$ cat config.mk
export PLATFORM = sky130hd
export DESIGN_NAME = bscan_adc_device_flat
export DESIGN_NICKNAME = d
export VERILOG_FILES = /design/src/hdl/bscan_adc_pkg.sv /design/src/hdl/bscan_link_if.sv /design/src/hdl/bscan_adc_device.sv /design/src/flat_wrapper.sv
export SDC_FILE = /design/constraint.sdc
export NUM_CORES = 1
export LEC_CHECK = 0
export ABC_CLOCK_PERIOD_IN_PS = 4300
export BUFFER_PORTS_ARGS = -buffer_cell sky130_fd_sc_hd__buf_2
export CORE_MARGIN = 1
export CORE_UTILIZATION = 46
export CTS_CLUSTER_SIZE = 30
export DETAILED_ROUTE_END_ITERATION = 7
export GPL_ROUTABILITY_DRIVEN = 0
export HOLD_SLACK_MARGIN = 0.1
export PLACE_DENSITY = 0.61
export SLEW_MARGIN = 20
export SYNTH_ARGS = -nofsm -noshare
export SYNTH_HDL_FRONTEND = slang
export SYNTH_SLANG_ARGS = --single-unit
$ cat constraint.sdc
create_clock -name clk -period 4.3 [get_ports clk]
set_input_delay 0.215 -clock clk [delete_from_list [all_inputs] [get_ports clk]]
set_output_delay 0.215 -clock clk [all_outputs]
set_load 0.1 [all_outputs]
$ cat src/hdl/bscan_adc_pkg.sv
package bscan_adc_pkg;

    localparam int CHAIN_LEN  = 198;
    localparam int LEVEL_W    = 10;
    localparam int CHAN_W     = 8;
    localparam int PORT_PINS  = 8;
    localparam int CELLS_PIN  = 3;

    // Analog cells sit at the top of the chain
    localparam int POS_ANALOG_LO = 158;
    localparam int POS_ANALOG_HI = 197;
    localparam int ANALOG_W      = POS_ANALOG_HI - POS_ANALOG_LO + 1;
    localparam int POS_IDLE      = 197;
    localparam int POS_VERDICT   = 193;
    localparam int POS_CONV_ON   = 188;
    localparam int POS_LEVEL_LO  = 177;
    localparam int POS_GNDEN     = 175;
    localparam int POS_HOLD      = 174;
    localparam int POS_CHAN_LO   = 165;
    localparam int POS_PASSEN    = 161;
    localparam int POS_PRELOAD   = 160;
    localparam int POS_BANDGAP   = 194;
    localparam int POS_NEGMUX    = 195;

    // Cell group of a port pin: data, direction, pull-up
    localparam int FLOP_DATA   = 0;
    localparam int FLOP_DIR    = 1;
    localparam int FLOP_PULLUP = 2;
    localparam int PORTA_BASE  = 0;
    localparam int PORTA_W     = PORT_PINS * CELLS_PIN;
    localparam int SHARED_PIN  = 3;

    // Idle values: keep, channel 0 bit, pass gate and preload high
    localparam logic [CHAIN_LEN-1:0] CHAIN_RESET =
        (CHAIN_LEN'(1) << POS_HOLD) | (CHAIN_LEN'(1) << POS_CHAN_LO) |
        (CHAIN_LEN'(1) << POS_PASSEN) | (CHAIN_LEN'(1) << POS_PRELOAD);

    localparam logic [LEVEL_W-1:0] LEVEL_MID  = 10'h200;
    localparam logic [CHAN_W-1:0]  CHAN_EXAMPLE = 8'h08;

    localparam logic [3:0] STEP_FIRST     = 4'h1;
    localparam logic [3:0] STEP_LO_SAMPLE = 4'h2;
    localparam logic [3:0] STEP_LO_APPLY  = 4'h4;
    localparam logic [3:0] STEP_LO_PRE    = 4'h5;
    localparam logic [3:0] STEP_LO_CHECK  = 4'h6;
    localparam logic [3:0] STEP_HI_SAMPLE = 4'h7;
    localparam logic [3:0] STEP_HI_APPLY  = 4'h9;
    localparam logic [3:0] STEP_HI_PRE    = 4'hA;
    localparam logic [3:0] STEP_HI_CHECK  = 4'hB;

    localparam int CLK_NS       = 40;
    localparam int SETTLE_NS    = 200;
    localparam int SETTLE_CYC   = (SETTLE_NS + CLK_NS - 1) / CLK_NS;
    localparam int DUMMY_COMPS  = 10;
    localparam int TCK_HALF_CYC = 4;

    // Port A runs in reversed bit order against the other ports
    function automatic int pinCellPos(input int pin, input int flop);
        return PORTA_BASE + (PORT_PINS - 1 - pin) * CELLS_PIN + flop;
    endfunction : pinCellPos

    function automatic logic [CHAIN_LEN-1:0] limitPattern(
        input logic [3:0]         step,
        input logic [LEVEL_W-1:0] lo,
        input logic [LEVEL_W-1:0] hi,
        input logic [CHAN_W-1:0]  chan);
        logic [CHAIN_LEN-1:0] v;
        v = CHAIN_RESET;
        v[POS_CONV_ON] = 1'b1;
        v[POS_CHAN_LO +: CHAN_W] = chan;
        // Only the channel feeds the negative path: ground and bandgap stay off
        v[POS_GNDEN] = 1'b0;
        v[POS_BANDGAP] = 1'b0;
        v[POS_LEVEL_LO +: LEVEL_W] = LEVEL_MID;
        if (step == STEP_LO_APPLY || step == STEP_LO_PRE) begin
            v[POS_LEVEL_LO +: LEVEL_W] = lo;
        end
        if (step == STEP_HI_APPLY || step == STEP_HI_PRE) begin
            v[POS_LEVEL_LO +: LEVEL_W] = hi;
        end
        if (step == STEP_LO_SAMPLE || step == STEP_HI_SAMPLE) begin
            v[POS_HOLD] = 1'b0;
        end
        if (step == STEP_LO_PRE || step == STEP_HI_PRE) begin
            v[POS_PRELOAD] = 1'b0;
        end
        v[pinCellPos(SHARED_PIN, FLOP_DATA)] = 1'b0;
        v[pinCellPos(SHARED_PIN, FLOP_DIR)] = 1'b0;
        v[pinCellPos(SHARED_PIN, FLOP_PULLUP)] = 1'b0;
        return v;
    endfunction : limitPattern

endpackage : bscan_adc_pkg

$ cat src/hdl/bscan_link_if.sv
`timescale 1ns/1ns
`default_nettype none
interface bscan_link_if;
    logic tck;
    logic tdi;
    logic tdo;
    logic instrExtest;
    logic capture;
    logic shift;
    logic update;

    modport device (input tck, input tdi, input instrExtest, input capture,
                    input shift, input update, output tdo);
    modport tester (output tck, output tdi, output instrExtest, output capture,
                    output shift, output update, input tdo);
endinterface : bscan_link_if
`default_nettype wire

$ cat src/hdl/bscan_adc_device.sv
`timescale 1ns/1ns
`default_nettype none
module bscan_adc_device
    import bscan_adc_pkg::*;
(
    input  wire logic                              clk,
    input  wire logic                              nrst,
    bscan_link_if.device                           link,
    input  wire logic                              compIn,
    input  wire logic                              normConvOn,
    input  wire logic [bscan_adc_pkg::PORT_PINS-1:0] portAIn,
    output logic                                   extestActive,
    output logic                                   convOn,
    output logic [bscan_adc_pkg::LEVEL_W-1:0]      testLevel,
    output logic                                   holdKeep,
    output logic                                   sampleTrack,
    output logic [bscan_adc_pkg::CHAN_W-1:0]       chanSel,
    output logic                                   preloadN,
    output logic                                   gndNeg,
    output logic                                   bandgapNeg,
    output logic                                   negMuxSel,
    output logic                                   dummyBusy,
    output logic [bscan_adc_pkg::PORT_PINS-1:0]    portAData,
    output logic [bscan_adc_pkg::PORT_PINS-1:0]    portADir,
    output logic [bscan_adc_pkg::PORT_PINS-1:0]    portAPullup
);
    import bscan_adc_pkg::*;

    // Link bit order in the synchroniser vectors
    localparam int L_TCK = 5;
    localparam int L_TDI = 4;
    localparam int L_EXT = 3;
    localparam int L_CAP = 2;
    localparam int L_SHF = 1;
    localparam int L_UPD = 0;

    typedef struct packed {
        logic [5:0]           linkS1;
        logic [5:0]           linkS2;
        logic                 tckPrev;
        logic                 compS1;
        logic                 compS2;
        logic [PORT_PINS-1:0] pinS1;
        logic [PORT_PINS-1:0] pinS2;
        logic [CHAIN_LEN-1:0] chain;
        logic [CHAIN_LEN-1:0] upd;
        logic                 tdo;
        logic                 extest;
        logic [ANALOG_W-1:0]  aOut;
        logic                 track;
        logic [PORTA_W-1:0]   pOut;
        logic                 convPrev;
        logic [3:0]           compCount;
        logic                 busy;
    } dev_state_t;

    // Chain and update stage start at the idle pattern, so an extest with no
    // preload before it still drives safe values into the converter
    localparam dev_state_t DEV_RESET = '{
        linkS1:    6'h00,
        linkS2:    6'h00,
        tckPrev:   1'b0,
        compS1:    1'b0,
        compS2:    1'b0,
        pinS1:     '0,
        pinS2:     '0,
        chain:     CHAIN_RESET,
        upd:       CHAIN_RESET,
        tdo:       1'b0,
        extest:    1'b0,
        aOut:      CHAIN_RESET[POS_ANALOG_HI:POS_ANALOG_LO],
        track:     1'b0,
        pOut:      '0,
        convPrev:  1'b0,
        compCount: 4'h0,
        busy:      1'b0
    };

    dev_state_t s_reg;
    dev_state_t s_next;

    logic tckRise;
    logic tckFall;

    function automatic logic analogBit(input logic [ANALOG_W-1:0] a, input int pos);
        return a[pos - POS_ANALOG_LO];
    endfunction : analogBit

    // Analog slice shown while the tester does not own the cells
    function automatic logic [ANALOG_W-1:0] normalSlice(input logic conv,
                                                        input logic comp,
                                                        input logic idle);
        logic [ANALOG_W-1:0] a;
        a = CHAIN_RESET[POS_ANALOG_HI:POS_ANALOG_LO];
        a[POS_CONV_ON - POS_ANALOG_LO] = conv;
        a[POS_VERDICT - POS_ANALOG_LO] = comp;
        a[POS_IDLE - POS_ANALOG_LO]    = idle;
        return a;
    endfunction : normalSlice

    // All link levels pass the same two flops, so tdi and the phase bits are
    // settled when the late tck edge is seen; the cost is three clocks of lag
    assign tckRise = s_reg.linkS2[L_TCK] & ~s_reg.tckPrev;
    assign tckFall = ~s_reg.linkS2[L_TCK] & s_reg.tckPrev;

    always_comb begin
        s_next = s_reg;
        s_next.linkS1 = {link.tck, link.tdi, link.instrExtest,
                         link.capture, link.shift, link.update};
        s_next.linkS2 = s_reg.linkS1;
        s_next.tckPrev = s_reg.linkS2[L_TCK];
        s_next.compS1 = compIn;
        s_next.compS2 = s_reg.compS1;
        s_next.pinS1 = portAIn;
        s_next.pinS2 = s_reg.pinS1;

        if (tckRise) begin
            if (s_reg.linkS2[L_CAP]) begin
                s_next.chain = s_reg.upd;
                s_next.chain[POS_VERDICT] = s_reg.compS2;
                for (int p = 0; p < PORT_PINS; p++) begin
                    s_next.chain[pinCellPos(p, FLOP_DATA)] = s_reg.pinS2[p];
                end
            end else if (s_reg.linkS2[L_SHF]) begin
                // Low bit leaves first, new bit enters at the top
                s_next.chain = {s_reg.linkS2[L_TDI], s_reg.chain[CHAIN_LEN-1:1]};
            end else if (s_reg.linkS2[L_UPD]) begin
                s_next.upd = s_reg.chain;
            end
            s_next.extest = s_reg.linkS2[L_EXT];
        end
        // Tdo moves just after a fall, so it stands through the whole next high half
        if (tckFall) begin
            s_next.tdo = s_reg.chain[0];
        end

        // Under preload only the update stage loads; the analog block stays normal
        if (s_reg.extest) begin
            s_next.aOut = s_reg.upd[POS_ANALOG_HI:POS_ANALOG_LO];
            s_next.pOut = s_reg.upd[PORTA_BASE +: PORTA_W];
        end else begin
            s_next.aOut = normalSlice(normConvOn, s_reg.compS2, ~s_reg.busy);
            s_next.pOut = '0;
        end
        s_next.track = ~analogBit(s_next.aOut, POS_HOLD);

        // Dummy conversion on each enable while in normal mode
        s_next.convPrev = normConvOn;
        if (!s_reg.extest && normConvOn && !s_reg.convPrev) begin
            s_next.busy = 1'b1;
            s_next.compCount = 4'h0;
        end else if (s_reg.busy) begin
            if (s_reg.compCount == 4'(DUMMY_COMPS - 1)) begin
                s_next.busy = 1'b0;
            end
            s_next.compCount = s_reg.compCount + 4'h1;
        end
    end

    always_ff @(posedge clk or negedge nrst) begin
        if (!nrst) begin
            s_reg <= DEV_RESET;
        end else begin
            s_reg <= s_next;
        end
    end

    assign link.tdo     = s_reg.tdo;
    assign extestActive = s_reg.extest;
    assign convOn       = analogBit(s_reg.aOut, POS_CONV_ON);
    assign testLevel    = s_reg.aOut[POS_LEVEL_LO - POS_ANALOG_LO +: LEVEL_W];
    assign holdKeep     = analogBit(s_reg.aOut, POS_HOLD);
    assign sampleTrack  = s_reg.track;
    assign chanSel      = s_reg.aOut[POS_CHAN_LO - POS_ANALOG_LO +: CHAN_W];
    assign preloadN     = analogBit(s_reg.aOut, POS_PRELOAD);
    assign gndNeg       = analogBit(s_reg.aOut, POS_GNDEN);
    assign bandgapNeg   = analogBit(s_reg.aOut, POS_BANDGAP);
    assign negMuxSel    = analogBit(s_reg.aOut, POS_NEGMUX);
    assign dummyBusy    = s_reg.busy;

    always_comb begin
        for (int p = 0; p < PORT_PINS; p++) begin
            portAData[p]   = s_reg.pOut[pinCellPos(p, FLOP_DATA) - PORTA_BASE];
            portADir[p]    = s_reg.pOut[pinCellPos(p, FLOP_DIR) - PORTA_BASE];
            portAPullup[p] = s_reg.pOut[pinCellPos(p, FLOP_PULLUP) - PORTA_BASE];
        end
    end

endmodule : bscan_adc_device
`default_nettype wire

$ cat src/flat_wrapper.sv
// flat-port wrapper written by rule: the top's interface ports become plain ports
module bscan_adc_device_flat import bscan_adc_pkg::*;
  (clk, nrst, compIn, normConvOn, portAIn, extestActive, convOn, testLevel, holdKeep, sampleTrack, chanSel, preloadN, gndNeg, bandgapNeg, negMuxSel, dummyBusy, portAData, portADir, portAPullup, link_tck, link_tdi, link_instrExtest, link_capture, link_shift, link_update, link_tdo);
  bscan_link_if link_i ();
  input  wire logic clk;
  input  wire logic nrst;
  input  wire logic compIn;
  input  wire logic normConvOn;
  input  wire logic [bscan_adc_pkg::PORT_PINS-1:0] portAIn;
  output logic extestActive;
  output logic convOn;
  output logic [bscan_adc_pkg::LEVEL_W-1:0] testLevel;
  output logic holdKeep;
  output logic sampleTrack;
  output logic [bscan_adc_pkg::CHAN_W-1:0] chanSel;
  output logic preloadN;
  output logic gndNeg;
  output logic bandgapNeg;
  output logic negMuxSel;
  output logic dummyBusy;
  output logic [bscan_adc_pkg::PORT_PINS-1:0] portAData;
  output logic [bscan_adc_pkg::PORT_PINS-1:0] portADir;
  output logic [bscan_adc_pkg::PORT_PINS-1:0] portAPullup;
  input wire logic [$bits(link_i.tck)-1:0] link_tck;
  input wire logic [$bits(link_i.tdi)-1:0] link_tdi;
  input wire logic [$bits(link_i.instrExtest)-1:0] link_instrExtest;
  input wire logic [$bits(link_i.capture)-1:0] link_capture;
  input wire logic [$bits(link_i.shift)-1:0] link_shift;
  input wire logic [$bits(link_i.update)-1:0] link_update;
  output wire logic [$bits(link_i.tdo)-1:0] link_tdo;
  assign link_i.tck = link_tck;
  assign link_i.tdi = link_tdi;
  assign link_i.instrExtest = link_instrExtest;
  assign link_i.capture = link_capture;
  assign link_i.shift = link_shift;
  assign link_i.update = link_update;
  assign link_tdo = link_i.tdo;
  bscan_adc_device u_core (.clk(clk), .nrst(nrst), .link(link_i), .compIn(compIn), .normConvOn(normConvOn), .portAIn(portAIn), .extestActive(extestActive), .convOn(convOn), .testLevel(testLevel), .holdKeep(holdKeep), .sampleTrack(sampleTrack), .chanSel(chanSel), .preloadN(preloadN), .gndNeg(gndNeg), .bandgapNeg(bandgapNeg), .negMuxSel(negMuxSel), .dummyBusy(dummyBusy), .portAData(portAData), .portADir(portADir), .portAPullup(portAPullup));
endmodule
After elaboration in Yosys (flattened, before gate mapping)
Index checks and enable logic that the tools add are counted.
W data, S select, Z words.
{"block": "word_totals", "register_bits": 498, "latchBits": 0, "mem_bits_rw": 0, "romBits": 0, "in_bits": 18, "out_inout_bits": 52, "elab_cells": 41, "mem_count": 0}
{"block": "op_classes", "n_addsub": 1, "multipliers": 0, "div": 0, "n_lt_le_gt_ge": 0, "eq_ne": 1, "shift": 0, "mux": 7, "bitwise_logic": 7, "reduce_logical": 8}
{"op": "$mux W198", "count": 2}
{"op": "$mux W38", "count": 1}
{"op": "$mux W24", "count": 1}
{"op": "$mux W5", "count": 2}
{"op": "$not A1 Y1", "count": 5}
{"op": "$add A4 B1 Y4 const B", "count": 1}
{"op": "$eq A4 B4 Y1 const B", "count": 1}
{"op": "$reduce_and A4 Y1", "count": 1}
{"op": "$reduce_bool A2 Y1", "count": 2}
{"op": "$and A1 B1 Y1", "count": 2}
{"op": "$logic_and A1 B1 Y1", "count": 2}
{"op": "$logic_not A1 Y1", "count": 2}
{"op": "$reduce_and A2 Y1", "count": 1}
{"op": "$mux W1", "count": 1}

Depth between registers and ports, before layout
Gate-level depths: netlist of run 1.
{"block": "logic_depth", "word_depth": 4, "ltp_mapped": 7, "depth_no_buf": 5}

Worst setup path after synthesis of run 1
Ideal clock, no wire load.
{"block": "synth_timing", "path_kind": "flip-flop to flip-flop", "start": "register u_core.s_reg (netlist bit u_core.extestActive)", "end": "register u_core.s_reg (netlist bit u_core.chanSel[1])", "setup_ns": 0.066, "t_arrival_ns": 1.587, "t_required_ns": 4.234, "setup_slack_ns": 2.647, "stages_incl_launch_ff": 4, "n_path_buf": 2, "synth_period_minus_slack_ns": 1.653, "path_cell_list": "dfrtp_1 clkbuf_1 clkbuf_1 and2_1"}
{"element": "start: declaration", "line": "bscan_adc_device.sv:79", "text": "dev_state_t s_reg;"}
{"element": "start signal: assignment", "line": "bscan_adc_device.sv:164", "text": "s_reg <= s_next;"}

Worst setup path in the final report of run 1
{"block": "layout_timing", "start": "register u_core.s_reg[490] in the netlist's numbering", "end": "register u_core.s_reg[280] in the netlist's numbering"}
{"block": "layout_between", "elab_chain_cells": 2, "elab_cells_between_ends": 3, "classes_between": "mux: 1; reduce/logical: 2"}
{"element": "$reduce_bool A2 Y1 (no line)"}
{"element": "$reduce_and A2 Y1 (no line)"}
Several ways; a longest one is shown, not always the timed one.
A chain may end at the register's enable or synchronous reset.

==> impl_metrics.toml, run 1 <==
[drt]
drc = 0
routed_wl_um = 31100
drt-pass1-iter-count = 4
wire_per_inst_um = 16.0
ant_nets = 0
detail_route.vias_per_cell = 5.03
first_iter_violations = 416
vias = 9754

[final_layout]
final_cell_mix = "dfrtp_1 (471), mux2_2 (366), mux2_1 (130)"
diodes = 0
drive_gt1_share_pct = 47.9
area_delta_synth_final_pct = 11.2
mostFrequentLayoutCell = "dfrtp_1"
design_area_um2 = 22900
finalNetCount = 1325
largest_reg_flops = 415
fin_util_pct = 51.8
fillers = 3745

[logic_synthesis]
yosysWarnings = 0
synth_seq_cells = 483
ys_seq_area_share_pct = 58.8
yosys-top-cells-area = "dfrtp_1 (57%), mux2_2 (20%), mux2_4 (7.3%)"
syn_inst = 1263
synth_cell_type_count = 24
syn-cell-area_um2 = 20600
synth.top_cell.area_share_pct = 57.4
synth_area_leader_cell = "dfrtp_1"
syn_area_per_cell_um2 = 16.3
syn-num-nets = 1283

[setup_path]
r2r_cells = 4
arrival_ns = 3.12
critPathKind = "flop to flop"
crit_path_frequent_cell = "mux2_2"
required_ns = 4.76
startpoint_type = "flop"
critical_path.max_fanout = 154
cpPeakStageDelay_ns = 0.70
crit_path_top_delay_cell = "buf_12"
cp-end-kind = "flop"
cp_cell_sequence = "buf_4 -> buf_12 -> mux2_2 -> mux2_2"

[sta]
hold_viol_final = 0
relSlewSlack_pct = 38.1
period_needed_ns = 2.66
tns_ns = 0
setup_viol = 0
finalClockSkew_ns = 0.0166
min_period_over_period_pct = 61.9
hold_slack_ns = 0.175
slew_violations = 0
worst_pin_slew_ns = 0.929
rsz0062_at_grt = "no"
fmax_mhz = 376

[die]
die_area_um2 = 45600
die_width_um = 213
rows = 77
ios = 70
start_util_pct = 46.6
dieHeight_um = 213
core_area_um2 = 44100

[power]
p_leak_nw = 11.7
total_power_mw = 10.3
max-vdd-ir-drop_uv = 302
power_density_nw_per_um2 = 452

[clocking]
cts_sinks = 483
cts_inserted_buffers = 51
clk_path_buf_depth = 3
cts-root-buf = "clkbuf_16"
clk_pin_slew_ns = 0.06
worstSkewPairLatency_ns = 0.58
cts.htree.levels = 2
post_cts_resized = 0
cts_tree = "yes"

[placement]
port-buffer-count = 69
placed_area_um2 = 21000
dpl.hpwl_um = 16600

[global_route]
track_usage_pct = 14.5
antenna_found_initial = 0
grt_pass1_wl_um = 54000
grt_pass1_vias = 10622
grt_overflow_total = 0
grt_max_degree = 155

[job]
max-cap-violations = 0

[min_path]
hp-class = "input port to asynchronous set/reset pin"

[status]
status = "completed"
[where the power goes]
| group | internal, mW | switching (mW) |
|---|---|---|
| Combinational | 0.333 | 0.626 |
| Sequential | 4.77 | 0.146 |
| Clock | 2.70 | 1.77 |
[layout make-up]
type	instances	area (um2)	share of cell area, %
Clock inverter	15	203	0.886
Sequential cell	483	12100	52.9
Clock buffer	79	1530	6.71
Tap cell	592	741	3.24
Inverter	2	7.51	0.0328
Timing Repair Buffer	101	726	3.17
Multi-Input combinational cell	666	7560	33.0
[cells by family (layout without fill, tap and decap cells)]
logic type,after synthesis,count (layout),synth area share [%]
AOI/OAI and AO/OA,2,2,0.0487
and+or+nand+nor,63,63,1.96
muxes,596,596,34.4
buffers and inverters,114,197,4.48
DFF,483,483,58.8
xor gates and xnor gates,3,3,0.128
adders and majority gates,2,2,0.122
[worst paths after layout]
check                                 endpoint  slack (ns)                from
max in group asynchronous    u_core.s_reg[171]        2.96                nrst
max reg2reg                  u_core.s_reg[280]        1.64   u_core.s_reg[490]
min in group clk            u_core.s_next[488]        0.27         link_update
min reg2reg                 u_core.s_next[487]        0.35  u_core.s_next[493]
min                        u_core.testLevel[5]        0.18                nrst
max                          u_core.s_reg[280]        1.64   u_core.s_reg[490]
[synthesized netlist by cell type, drive strengths merged]
library cell and n:
mux2 596, dfrtp 472, buf 106, and2 44
dfstp 11, clkbuf 6, nor2 6, nand2b 5
nand2 4, ha 2, inv 2, nor2b 2
o21ai 2, xor2 2, nand3 1, nand4 1
xnor2 1
[critical path, delay by kind of cell (launching register included)]
family | cells | cell delay [ns]
DFF | 1 | 0.44
buffers and inverters | 2 | 1.23
muxes | 2 | 0.69
[layer usage]
metal,track usage [%],vias to the layer above,wire (um),part of all wire (%)
met1,19.7,5149,14800,48
met3,3.41,51,1050,3.4
met5,0,-,0,0
met4,3.94,0,649,2.1
met2,23.2,93,14600,47
li1,-,4461,-,-
[through the flow]
step,cells,setup slack (ns)
after CTS,1938,1.64
after global routing,1938,1.54
final,1938,1.64
after global placement,1827,1.67
after floorplan,1263,2.65
after detailed placement,1827,1.65
[what timing repair did]
| action | CTS | global route |
|---|---|---|
| endpoints found under the setup margin | 0 | 0 |
| endpoints found under the hold margin | 92 | 0 |
| hold buffers | 17 | 0 |
| buffers inserted | 0 | 0 |
No activity file was read; power rests on OpenSTA's default activity.
==> run 2, diff against run 1 <==
- ABC_CLOCK_PERIOD_IN_PS: 4300 -> 2650
- clock period: 4.3 -> 2.65 ns (I/O delays scaled with it)
==> impl_metrics.toml, run 2 (synthesis results as in run 1) <==
[final_layout]
fin_cells = 1949
mostFrequentLayoutCell = "dfrtp_1"
design_area_um2 = 23000
final_cell_mix = "dfrtp_1 (471), mux2_2 (366), mux2_1 (130)"
fillers = 3663
diodes = 0
largest_reg_flops = 415
area_delta_synth_final_pct = 12.0
finalNetCount = 1337
drive_gt1_share_pct = 48.8

[setup_path]
critPathKind = "flop to flop"
crit_path_top_delay_cell = "buf_4"
required_ns = 3.10
critical_path.max_fanout = 60
crit_family = "buffers and inverters"
arrival_ns = 2.54
cp-end-kind = "flop"
worst-path-buf-inv = 2
cpPeakStageDelay_ns = 0.49
cp_cell_sequence = "buf_12 -> buf_4 -> mux2_2 -> mux2_4"
startpoint_type = "flop"

[status]
status = "completed"

[clocking]
cts_sinks = 483
postCtsSetupRepairBufs = 0
hold_buffers = 17
post_cts_resized = 0
cts_tree = "yes"
worstSkewPairLatency_ns = 0.58
cts-root-buf = "clkbuf_16"
cts.htree.levels = 2
clk_pin_slew_ns = 0.06
clk_path_buf_depth = 3
cts_inserted_buffers = 51

[sta]
period_needed_ns = 2.09
relSlewSlack_pct = 57.4
rsz0062_at_grt = "no"
tns_ns = 0
hold_slack_ns = 0.120
hold_viol_final = 0
finalClockSkew_ns = 0.0143
fmax_mhz = 479
slew_violations = 0
setup_viol = 0
worst_pin_slew_ns = 0.640
min_period_over_period_pct = 78.8

[job]
max-cap-violations = 0

[placement]
port-buffer-count = 69
dp.cells = 1839
placed_area_um2 = 21100
dpl.hpwl_um = 17500

[power]
p_leak_nw = 11.8
power_density_nw_per_um2 = 728
max-vdd-ir-drop_uv = 463

[die]
die_width_um = 213
dieHeight_um = 213
start_util_pct = 46.6
ios = 70
core_area_um2 = 44100
die_area_um2 = 45600
rows = 77

[drt]
wire_per_inst_um = 16.1
routed_wl_um = 31400
drt-pass1-iter-count = 4
first_iter_violations = 359
ant_nets = 0
detail_route.vias_per_cell = 5.01
vias = 9759
drc = 0

[global_route]
antenna_found_initial = 0
grt_pass1_wl_um = 53500
grt_pass1_vias = 10514
grt_max_degree = 81
track_usage_pct = 14.4
grt_overflow_total = 0

[min_path]
hp-class = "input port to asynchronous set/reset pin"
[run 2: changes by cell type in the layout (fill, tap and decap cells not counted)]
| cell | delta |
|---|---|
| clkbuf_8 | +2 |
| clkinv_2 | +6 |
| buf_4 | +5 |
| inv_16 | -1 |
| clkinv_8 | +1 |
| inv_6 | +1 |
| clkbuf_16 | -1 |
| buf_12 | +7 |
| clkbuf_1 | -6 |
| clkinvlp_4 | -3 |
[run 2: routing by layer]
layer  track usage, %  up-vias  part of all wire [%]
met5                0        -                     0
met4             5.17        0                   2.3
met3             2.59       51                   3.0
met2             22.8       94                    46
met1             19.9     5123                    48
li1                 -     4491                     -
[run 2: final timing paths]
kind,slack (ns),from,to,depth (start not counted)
max in group asynchronous,1.65,nrst,u_core.s_reg[170],3
setup reg to reg,0.56,u_core.s_reg[490],u_core.s_reg[420],4
min in group clk,0.19,portAIn[2],u_core.s_next[471],2
setup / recovery,0.56,u_core.s_reg[490],u_core.s_reg[420],4
hold / removal,0.12,nrst,u_core.s_reg[3],2
hold reg to reg,0.35,u_core.s_next[485],u_core.s_reg[485],0
[run 2: cell type report]
class / count / area [um2] / area share (%)
well taps: 592 / 741 / 3.21
repair buffers: 113 / 903 / 3.92
inverters: 2 / 7.51 / 0.0326
clock buffers: 74 / 1510 / 6.57
clock inverters: 19 / 215 / 0.934
flip-flops and latches: 483 / 12100 / 52.5
multi-input cells: 666 / 7560 / 32.8
[run 2: stage by stage]
step	util [%]	worst slack, ns	total power, mW
floorplan	-	0.997	9.35
global placement	47.9	0.554	9.69
detailed placement	47.9	0.553	9.72
CTS	52.2	0.541	17.1
global route	52.2	0.482	17.5
finish	52.2	0.563	16.8
[run 2: power by group]
| part | total [mW] | internal [mW] | switching, mW |
|---|---|---|---|
| Combinational | 1.59 | 0.559 | 1.03 |
| Clock | 7.20 | 4.35 | 2.85 |
| Sequential | 7.98 | 7.75 | 0.228 |
[run 2: worst register-to-register path, stage by stage, from the launching register on]
cell     delay (ns)
dfrtp_4        0.46
buf_12         0.33
buf_4          0.51
mux2_2         0.42
mux2_4         0.25
